<file path="src/rtl/sag_pkg.sv">
package sag_pkg;

  // ----------------------------------------------------------------
  // widths and address arithmetic
  // ----------------------------------------------------------------
  localparam int SEG_SHIFT = 4;
  localparam int PHYS_W = 20;
  localparam int WORD_W = 16;
  localparam int IO_IMM_W = 8;

  // ----------------------------------------------------------------
  // internal control block
  // ----------------------------------------------------------------
  localparam int CB_OFS_W = 8;
  localparam logic [7:0] RELOC_OFS = 8'hFE;
  localparam logic [15:0] RELOC_RESET = 16'h20FF;
  localparam int RELOC_BASE_LSB = 0;
  localparam int RELOC_BASE_W = 12;
  localparam int RELOC_MEM_BIT = 12;
  localparam int RELOC_ALT_INT_BIT = 14;
  localparam int RELOC_COPROC_TRAP_BIT = 15;

  typedef enum logic [1:0] {
    REF_CODE,
    REF_STACK,
    REF_STRING_DST,
    REF_DATA
  } sag_ref_e;

  typedef enum logic [1:0] {
    SEG_EXTRA,
    SEG_CODE,
    SEG_STACK,
    SEG_DATA
  } sag_seg_e;

  typedef enum logic [1:0] {
    BASE_NONE,
    BASE_B,
    BASE_FRAME
  } sag_base_e;

  typedef enum logic [1:0] {
    IDX_NONE,
    IDX_SOURCE,
    IDX_DEST
  } sag_idx_e;

  typedef struct packed {
    sag_ref_e ref_kind;
    logic ovr_valid;
    sag_seg_e ovr_seg;
    logic disp_en;
    logic disp_wide;
    logic [15:0] disp;
    sag_base_e base_sel;
    sag_idx_e idx_sel;
  } sag_mem_req_s;

  typedef struct packed {
    logic [15:0] extra_segment_register;
    logic [15:0] code_segment_register;
    logic [15:0] stack_segment_register;
    logic [15:0] data_segment_register;
  } sag_segs_s;

  typedef struct packed {
    logic [15:0] base_reg_b;
    logic [15:0] frame_base_reg;
    logic [15:0] source_index_reg;
    logic [15:0] dest_index_reg;
    logic [15:0] port_pointer_reg;
  } sag_gprs_s;

endpackage : sag_pkg

</file>
<file path="src/rtl/sag_seg_sel.sv">
`timescale 1ns/1ps
`default_nettype none
module sag_seg_sel (
  input var sag_pkg::sag_mem_req_s req,
  input var sag_pkg::sag_segs_s segs,
  output logic [15:0] seg_base
);

  sag_pkg::sag_seg_e implicit_seg;
  sag_pkg::sag_seg_e used_seg;

  always_comb begin
    if (req.ref_kind == sag_pkg::REF_CODE) begin
      implicit_seg = sag_pkg::SEG_CODE;
    end else if (req.ref_kind == sag_pkg::REF_STACK
                 || req.base_sel == sag_pkg::BASE_FRAME) begin
      implicit_seg = sag_pkg::SEG_STACK;
    end else if (req.ref_kind == sag_pkg::REF_STRING_DST
                 && req.idx_sel == sag_pkg::IDX_DEST) begin
      implicit_seg = sag_pkg::SEG_EXTRA;
    end else begin
      implicit_seg = sag_pkg::SEG_DATA;
    end
    used_seg = req.ovr_valid ? req.ovr_seg : implicit_seg;
    case (used_seg)
      sag_pkg::SEG_EXTRA: seg_base = segs.extra_segment_register;
      sag_pkg::SEG_CODE: seg_base = segs.code_segment_register;
      sag_pkg::SEG_STACK: seg_base = segs.stack_segment_register;
      default: seg_base = segs.data_segment_register;
    endcase
  end

endmodule : sag_seg_sel
`default_nettype wire

</file>
<file path="src/rtl/sag_eff_addr.sv">
`timescale 1ns/1ps
`default_nettype none
module sag_eff_addr (
  input var sag_pkg::sag_mem_req_s req,
  input var sag_pkg::sag_gprs_s gprs,
  input wire logic [15:0] seg_base,
  output logic [15:0] eff_ofs,
  output logic [19:0] phys_addr
);

  logic [15:0] disp_term;
  logic [15:0] base_term;
  logic [15:0] idx_term;

  always_comb begin
    // short displacement is signed
    if (!req.disp_en) begin
      disp_term = 16'h0000;
    end else if (req.disp_wide) begin
      disp_term = req.disp;
    end else begin
      disp_term = {{8{req.disp[7]}}, req.disp[7:0]};
    end
    case (req.base_sel)
      sag_pkg::BASE_B: base_term = gprs.base_reg_b;
      sag_pkg::BASE_FRAME: base_term = gprs.frame_base_reg;
      default: base_term = 16'h0000;
    endcase
    case (req.idx_sel)
      sag_pkg::IDX_SOURCE: idx_term = gprs.source_index_reg;
      sag_pkg::IDX_DEST: idx_term = gprs.dest_index_reg;
      default: idx_term = 16'h0000;
    endcase
    // any mix of the three terms covers all seven memory forms
    eff_ofs = 16'(disp_term + base_term + idx_term);
    // carry past bit 19 is dropped, so the space wraps
    phys_addr = 20'({seg_base, 4'h0} + {4'h0, eff_ofs});
  end

endmodule : sag_eff_addr
`default_nettype wire

</file>
<file path="src/rtl/sag_addr_gen.sv">
`timescale 1ns/1ps
`default_nettype none
module sag_addr_gen (
  input wire logic ref_clk,
  input wire logic rst_b,
  input wire logic cyc_req,
  input wire logic cyc_write,
  input wire logic cyc_io,
  input wire logic port_imm_en,
  input wire logic [7:0] port_imm,
  input var sag_pkg::sag_mem_req_s mem_req,
  input var sag_pkg::sag_segs_s segs,
  input var sag_pkg::sag_gprs_s gprs,
  input wire logic [15:0] cyc_wdata,
  input wire logic [15:0] ext_data_in,
  input wire logic sync_ready_in,
  input wire logic async_ready_in,
  output logic [19:0] bus_addr,
  output logic bus_rd,
  output logic bus_wr,
  output logic bus_io,
  output logic [15:0] bus_wdata,
  output logic cyc_done,
  output logic cyc_internal,
  output logic [15:0] cyc_rdata,
  output logic [15:0] control_block_relocation,
  output logic int_alt_mode,
  output logic coproc_trap_en
);

  // ----------------------------------------------------------------
  // state
  // ----------------------------------------------------------------
  typedef enum logic [1:0] {
    ST_IDLE,
    ST_EXT_WAIT,
    ST_INT_DONE
  } sag_state_e;

  typedef struct packed {
    sag_state_e st;
    logic [19:0] addr;
    logic rd;
    logic wr;
    logic io;
    logic [15:0] wdata;
    logic done;
    logic internal;
    logic [15:0] rdata;
    logic [15:0] reloc;
  } sag_regs_s;

  sag_regs_s r;
  sag_regs_s next_r;

  // ----------------------------------------------------------------
  // address formation
  // ----------------------------------------------------------------
  logic [15:0] seg_base;
  logic [15:0] eff_ofs;
  logic [19:0] mem_addr;
  logic [15:0] io_addr;
  logic [19:0] req_addr;
  logic req_hit;

  sag_seg_sel u_seg_sel (
    .req(mem_req),
    .segs(segs),
    .seg_base(seg_base)
  );

  sag_eff_addr u_eff_addr (
    .req(mem_req),
    .gprs(gprs),
    .seg_base(seg_base),
    .eff_ofs(eff_ofs),
    .phys_addr(mem_addr)
  );

  // decides whether an address falls in the relocatable block
  function automatic logic cb_hit(input logic [19:0] a, input logic is_io,
                                  input logic [15:0] reloc);
    logic [11:0] base;
    logic in_mem;
    base = reloc[sag_pkg::RELOC_BASE_LSB +: sag_pkg::RELOC_BASE_W];
    in_mem = reloc[sag_pkg::RELOC_MEM_BIT];
    // low eight bits never take part: the base is 256-byte aligned
    cb_hit = (in_mem != is_io) && (a[19:sag_pkg::CB_OFS_W] == base);
  endfunction : cb_hit

  always_comb begin
    // short port numbers leave the upper byte low
    if (port_imm_en) begin
      io_addr = {8'h00, port_imm};
    end else begin
      io_addr = gprs.port_pointer_reg;
    end
    // I/O space is its own 64K byte space; upper four bits stay low
    req_addr = cyc_io ? {4'h0, io_addr} : mem_addr;
    req_hit = cb_hit(req_addr, cyc_io, r.reloc);
  end

  // ----------------------------------------------------------------
  // bus cycle sequencing
  // ----------------------------------------------------------------
  always_comb begin
    next_r = r;
    next_r.done = 1'b0;
    case (r.st)
      ST_IDLE: begin
        if (cyc_req) begin
          // internal cycles drive address, strobes and data like external ones; only cyc_internal marks them
          next_r.addr = req_addr;
          next_r.io = cyc_io;
          next_r.rd = !cyc_write;
          next_r.wr = cyc_write;
          next_r.wdata = cyc_wdata;
          next_r.internal = req_hit;
          next_r.st = req_hit ? ST_INT_DONE : ST_EXT_WAIT;
        end
      end
      ST_EXT_WAIT: begin
        if (sync_ready_in || async_ready_in) begin
          next_r.rdata = r.rd ? ext_data_in : 16'h0000;
          next_r.rd = 1'b0;
          next_r.wr = 1'b0;
          next_r.done = 1'b1;
          next_r.st = ST_IDLE;
        end
      end
      ST_INT_DONE: begin
        // no ready wait and no external data are used here
        if (r.addr[sag_pkg::CB_OFS_W-1:0] == sag_pkg::RELOC_OFS) begin
          if (r.wr) begin
            next_r.reloc = r.wdata;
          end
          next_r.rdata = r.rd ? r.reloc : 16'h0000;
        end else begin
          // the peripherals behind other offsets live elsewhere
          next_r.rdata = 16'h0000;
        end
        next_r.rd = 1'b0;
        next_r.wr = 1'b0;
        next_r.done = 1'b1;
        next_r.st = ST_IDLE;
      end
      default: begin
        next_r.st = ST_IDLE;
      end
    endcase
  end

  always_ff @(posedge ref_clk or negedge rst_b) begin
    if (!rst_b) begin
      r.st <= ST_IDLE;
      r.addr <= 20'h00000;
      r.rd <= 1'b0;
      r.wr <= 1'b0;
      r.io <= 1'b0;
      r.wdata <= 16'h0000;
      r.done <= 1'b0;
      r.internal <= 1'b0;
      r.rdata <= 16'h0000;
      r.reloc <= sag_pkg::RELOC_RESET;
    end else begin
      r <= next_r;
    end
  end

  // ----------------------------------------------------------------
  // outputs
  // ----------------------------------------------------------------
  always_comb begin
    bus_addr = r.addr;
    bus_rd = r.rd;
    bus_wr = r.wr;
    bus_io = r.io;
    bus_wdata = r.wdata;
    cyc_done = r.done;
    cyc_internal = r.internal;
    cyc_rdata = r.rdata;
    control_block_relocation = r.reloc;
    int_alt_mode = r.reloc[sag_pkg::RELOC_ALT_INT_BIT];
    coproc_trap_en = r.reloc[sag_pkg::RELOC_COPROC_TRAP_BIT];
  end

endmodule : sag_addr_gen
`default_nettype wire

</file>
<file path="config.mk">
export PLATFORM = sky130hd
export DESIGN_NAME = sag_addr_gen
export DESIGN_NICKNAME = d
export VERILOG_FILES = /design/src/rtl/sag_pkg.sv /design/src/rtl/sag_seg_sel.sv /design/src/rtl/sag_eff_addr.sv /design/src/rtl/sag_addr_gen.sv
export SDC_FILE = /design/constraint.sdc
export NUM_CORES = 1
export LEC_CHECK = 0
export BUFFER_PORTS_ARGS = -buffer_cell sky130_fd_sc_hd__buf_2
export CAP_MARGIN = 20
export CORE_UTILIZATION = 35
export CTS_BUF_LIST = sky130_fd_sc_hd__clkbuf_4 sky130_fd_sc_hd__clkbuf_8 sky130_fd_sc_hd__clkbuf_16
export DETAILED_ROUTE_END_ITERATION = 8
export HOLD_SLACK_MARGIN = 0.08
export SKIP_CTS_REPAIR_TIMING = 1
export SYNTH_ARGS = -nofsm -noshare
export SYNTH_HDL_FRONTEND = slang
export SYNTH_SLANG_ARGS = --single-unit
</file>
<file path="constraint.sdc">
create_clock -name ref_clk -period 5.4 [get_ports ref_clk]
set_input_delay 1.62 -clock ref_clk [delete_from_list [all_inputs] [get_ports ref_clk]]
set_output_delay 1.62 -clock ref_clk [all_outputs]
set_load 0.005 [all_outputs]
</file>
* Word-level counts from Yosys, hierarchy flattened
Cells that the tools add are included.
Word-level totals: output and inout bits 75, flip-flop bits (word level) 75, logic and storage cells 66, bits of input ports 219
Operators by class: add/sub/neg operators 3, mux-type cells 23, reductions and logical operators 15, equal/unequal tests 15
Operator list (count):
- $mux W16 | 7
- $pmux W16 S2 | 3
- $pmux W16 S3 | 1
- $mux W41 | 1
- $add A16 B16 Y16 | 2
- $add A20 B16 Y20 | 1
- $mux W20 | 1
- $eq A12 B12 Y1 | 1
- $mux W2 | 6
- $eq A2 B1 Y1 const B | 5
- $eq A2 B2 Y1 const B | 5
- $eq A8 B8 Y1 const B | 1
- $logic_not A2 Y1 | 3
- $pmux W2 S3 | 1
- $reduce_and A2 Y1 | 3
- $reduce_and A3 Y1 | 2
- $ne A2 B2 Y1 const B | 2
- $pmux W2 S2 | 1
- $reduce_bool A3 Y1 | 1
- $logic_and A1 B1 Y1 | 2
- $logic_or A1 B1 Y1 | 2
- $pmux W1 S2 | 1
- $reduce_bool A2 Y1 | 1
- $logic_not A1 Y1 | 1
- 2 further kinds | 2

* Depth between registers and ports, before layout
depth in word-level cells 15, depth in mapped cells 29

* By module
Synthesis repeated with hierarchy kept, for this count alone.
Unflattened totals: cells, all modules 798, area total of the unflattened synthesis 7098.1 um^2
Modules (own cells, without submodules):
- sag_addr_gen | cells each 418, area each 4136.5 um^2, instances 1, seq. area each 1888.1 um^2
- sag_eff_addr | cells each 317, area each 2352.3 um^2, instances 1, seq. area each 0.0 um^2
- sag_seg_sel | cells each 63, area each 609.3 um^2, instances 1, seq. area each 0.0 um^2

* Least setup slack after synthesis
OpenSTA, ideal clock, no wires.
kind input -> register, start point input mem_req[3] (netlist bit), end point register r[73] (netlist bit), setup slack -1.712 ns, path buffers 3, data required time 5.276 ns, data arrival time 6.988 ns, cell stages on the path 27, path through inv_1 ha_1 clkbuf_1 clkbuf_1 a22oi_1 or2_2 fa_1 inv_1 ha_1 nor2b_1 o21ai_0 a21boi_0 o21ai_0 a21boi_0 o2111ai_1 nand3_1 a2111o_1 o211ai_1 ha_1 clkbuf_1 or3_1 a211oi_1 nor3_1 a2111o_1 a221oi_2 o2111ai_1 o31a_1
Between the ends: cells in the longest elaborated chain, start to end 14, elaborated cells on any way between the ends 20, classes of those cells add/sub: 3; eq/ne: 5; mux: 9; reduce/logical: 3
Ends and longest elaborated chain:
- from (decl) | line sag_addr_gen.sv:11 | input var sag_pkg::sag_mem_req_s mem_req,
- branches (longest 7 deep; another with $add A16 B16 Y16)
- $add A20 B16 Y20 * | line sag_eff_addr.sv:37 | phys_addr = 20'({seg_base, 4'h0} + {4'h0, eff_ofs});
- $mux W20 * | line sag_addr_gen.sv:99 | req_addr = cyc_io ? {4'h0, io_addr} : mem_addr;
- $eq A12 B12 Y1 * | line sag_addr_gen.sv:88 | cb_hit = (in_mem != is_io) && (a[19:sag_pkg::CB_OFS_W] == base);
- $logic_and A1 B1 Y1 * | line sag_addr_gen.sv:88
- $mux W2 * | line sag_addr_gen.sv:119 | next_r.st = req_hit ? ST_INT_DONE : ST_EXT_WAIT;
- $mux W41 * | line sag_addr_gen.sv:111 | if (cyc_req) begin
- $pmux W2 S2 * | line sag_addr_gen.sv:109 | case (r.st)
- to (signal assigned) | line sag_addr_gen.sv:166 | r <= next_r;
- to (decl) | line sag_addr_gen.sv:53 | sag_regs_s r;
Every way passes the cells marked *. The select of a mux whose other input is x is not followed. A chain may end at the register's enable or synchronous reset.

* Final worst setup path
Ends and elaborated chain as after synthesis.

==> out/results.txt <==
The run finished, with violations left. The final reports fail on negative setup slack. The maximum count of clock buffers along a single path was 2; the power density relative to cell area was 322 nW/um^2. The largest single stage delay on the critical path is 440 ps. Setup violations remaining at the end of the flow were counted as 14. The multiplexer share of the synthesized area works out to 0.135. The final critical-path share of the clock period was 1.21; the mean area per synthesized cell was 8.77 um^2. The total power of the final layout is 3240 uW.

The worst hold slack after final layout is 478 ps. The XOR/XNOR share of the synthesized area is 0.0475. The relative slew slack was 0.347; the post-layout minimum cycle time was 6510 ps. The number of clock buffers inserted by TritonCTS was 9; the number of antenna repair diodes was 0. The post-synthesis compound-gate area fraction was 0.174; the sink count of the clock tree was 75. The detailed placement HPWL was 17700 um. The portion of synthesized cell area occupied by the leading cell type came out at 0.232. Setup repair after global routing could not meet its margin everywhere. Synthesis-to-finish area growth: 41.0%. The adder and majority cell fraction of the synthesized area works out to 0.108. The fraction of the core area covered by cells at the end of the flow came out at 0.509.

On the final layout, the worst clock skew is 6.54 ps. In this run the remaining antenna-violating nets after routing total 0. The tools report the worst-case vdd ir drop as 0.176 mV.

The tools report the pin count of the biggest net entering global routing as 76. Final hold violation count: 0. Port buffering added 293 buffers.

The die is 145 um tall. The async set or reset register ratio after synthesis was 1.00; the cell area after placement was 9230 um^2. The tools report the element type at the critical path start as an input pin. The effective utilization at floorplan is 0.361, and the share of synthesized area occupied by flip-flops and latches is 0.265. The required time reported for the critical path endpoint is 5610 ps.

The total iterations of the first detailed-routing run was 4; the H-tree depth reported by CTS was 3. The routed design has 21900 um of wire. The average wire length per cell after detail routing came out at 15.6 um.

In this run the cell area of the synthesized design comes to 7120 um^2. The count of different cell masters after synthesis came out at 68. The logs give 6606 for the number of global-route vias before repair and 0.209 for the all-layer global routing usage. The type of the worst setup path was in -> reg.

Once placement completed, the tool counted placed cells totaling 1367. The logs give 0 for the number of remaining DRC errors and 51 for the floorplan row count. The layout has 1875 filler cells. In the routed layout, each cell is associated on average with a via count of 4.80. The largest fanout on the critical path was 5; the number of synthesized flops with an enable pin was 0. The area fraction in and, or, nand and nor cells after synthesis was 0.156; the fmax was 0.154 GHz. The slowest stage of the critical path belongs to the cell fa_1. The overall via count from detail_route is 6746, and the count of placed standard cells in the final layout, fillers left out is 1404. Cell class contributing the biggest share of worst-path delay: compound AO/OA/AOI/OAI gates. The most used flip-flop cell after synthesis is dfrtp_1. For the die area, the log shows 20900 um^2.

The global route total overflow is 0. By count the netlist is led by nand2_1 (76), buf_4 (69), dfrtp_1 (66), nor2_1 (63), mux2_2 (52). The leakage power total came out at 0.00508 uW. In this run, synthesis produced a sequential element count of 75. The first global-routing pass estimated 33800 um of wire. By area the synthesized netlist is led by dfrtp_1 (23%), mux2_2 (8.2%), buf_4 (7.3%), ha_1 (6.0%), fa_1 (4.8%). The initial DRC count is 208, and the share of final-layout standard cells stronger than drive strength 1 is 0.531. The worst setup path is captured at a register. The tools report the synthesized netlist net count as 1082.

The cell type with the largest total area after synthesis was dfrtp_1. The logs give 0.868 for the final weighted congestion in routability-driven placement and 812 for the post-synthesis cell count. The tool flagged a number of max-cap violations equal to 0.

Pin placement for this block handled 294 I/O pins. The run gives 10000 um^2 as the total non-filler cell area in the finished layout. By area, the combinational part of the netlist is dominated by compound AO/OA/AOI/OAI gates. The clock latency at the later pin of the worst-skew pair is 330 ps. For the initial antenna violation count, the log shows 0. The x dimension of the die came out at 145 um. The root buffer cell chosen for the clock tree is clkbuf_16.

The total number of nets in the final design was 1404; the combined buffer and inverter count along the critical path was 5. The core outline area came out at 19700 um^2. The number of slew-limit violations in the final report was 0; the post-layout worst setup margin was -1110 ps. TritonCTS built the clock tree. In this run the worst hold path is classified as reg -> reg. At the pin with the least slew margin, the transition time is 980 ps. The synthesis warning total was 0.

In the post-synthesis netlist, the cell with the most instances is nand2_1. Data on the critical path arrives at its endpoint at 6720 ps. Register clock-pin slew on the reported worst setup and hold paths: 60 ps.
[state kept, by name, indices dropped and copies added (netlist names)]
name                      flops
bus_addr                     20
bus_wdata                    16
control_block_relocation     16
cyc_rdata                    16
r                             2
bus_io                        1
bus_rd                        1
bus_wr                        1
cyc_done                      1
cyc_internal                  1
[final cells by class]
class	count	area (um^2)	area share
Multi-Input combinational cell	593	4860	0.484
Timing Repair Buffer	417	2490	0.248
Sequential cell	75	1890	0.188
Tap cell	265	332	0.0330
Clock buffer	10	233	0.0232
Inverter	38	168	0.0167
Clock inverter	6	66.3	0.00661
[worst reg2reg max path: stages (launching register included)]
cell     delay [ps]
dfrtp_1         410
inv_1           120
ha_1            710
nand2_1         130
nor4_2          170
buf_4           270
and2_1          710
mux2_2          430
[cell usage in the layout, fill, tap and decap left out, drive strengths merged, types with 34 or more instances in the layout]
master / n
buf: 417
nand2: 77
dfrtp: 66
nor2: 63
mux2: 53
o21ai: 52
a21oi: 48
inv: 39
mux2i: 35
a22oi: 34
ha: 34
[metrics by stage]
stage	TNS [ps]	setup WS [ps]
3_3_place_gp	-12950	-1520
4_1_cts	-9040	-1290
5_1_grt	-10910	-1410
3_5_place_dp	-14080	-1620
6_report	-7370	-1110
2_1_floorplan	-6980	-1270
[per-layer routing]
layer | global-route usage | wire [um] | vias to the layer above
met2 | 0.346 | 10400 | 171
met1 | 0.288 | 10300 | 3149
met4 | 0.0521 | 338 | 0
met3 | 0.0252 | 778 | 23
met5 | 0 | 0 | -
li1 | - | - | 3403
[power by group]
| part | internal (uW) | total, uW | switching [uW] |
|---|---|---|---|
| clock network | 365 | 601 | 236 |
| registers | 744 | 867 | 123 |
| logic | 916 | 1770 | 851 |
[worst paths after layout]
| kind | slack, ps | from | depth (start not counted) | to |
|---|---|---|---|---|
| min in group asynchronous | 1440 | rst_b | 1 | bus_addr[1] |
| max in group asynchronous | 3320 | rst_b | 1 | bus_wdata[9] |
| setup reg to reg | 2350 | r[73] | 7 | control_block_relocation[9] |
| hold reg to reg | 480 | cyc_rdata[6] | 2 | cyc_rdata[6] |
| setup / recovery | -1110 | mem_req[3] | 29 | r[73] |
| hold / removal | 480 | cyc_rdata[6] | 2 | cyc_rdata[6] |
[cell families after synthesis]
kind of cell / count (synthesis)
compound gates: 185
buf+inv: 144
fa+ha+maj: 51
mux: 88
flops: 75
xor+xnor: 37
simple gates: 232
Power figures use the tool's default switching activity.
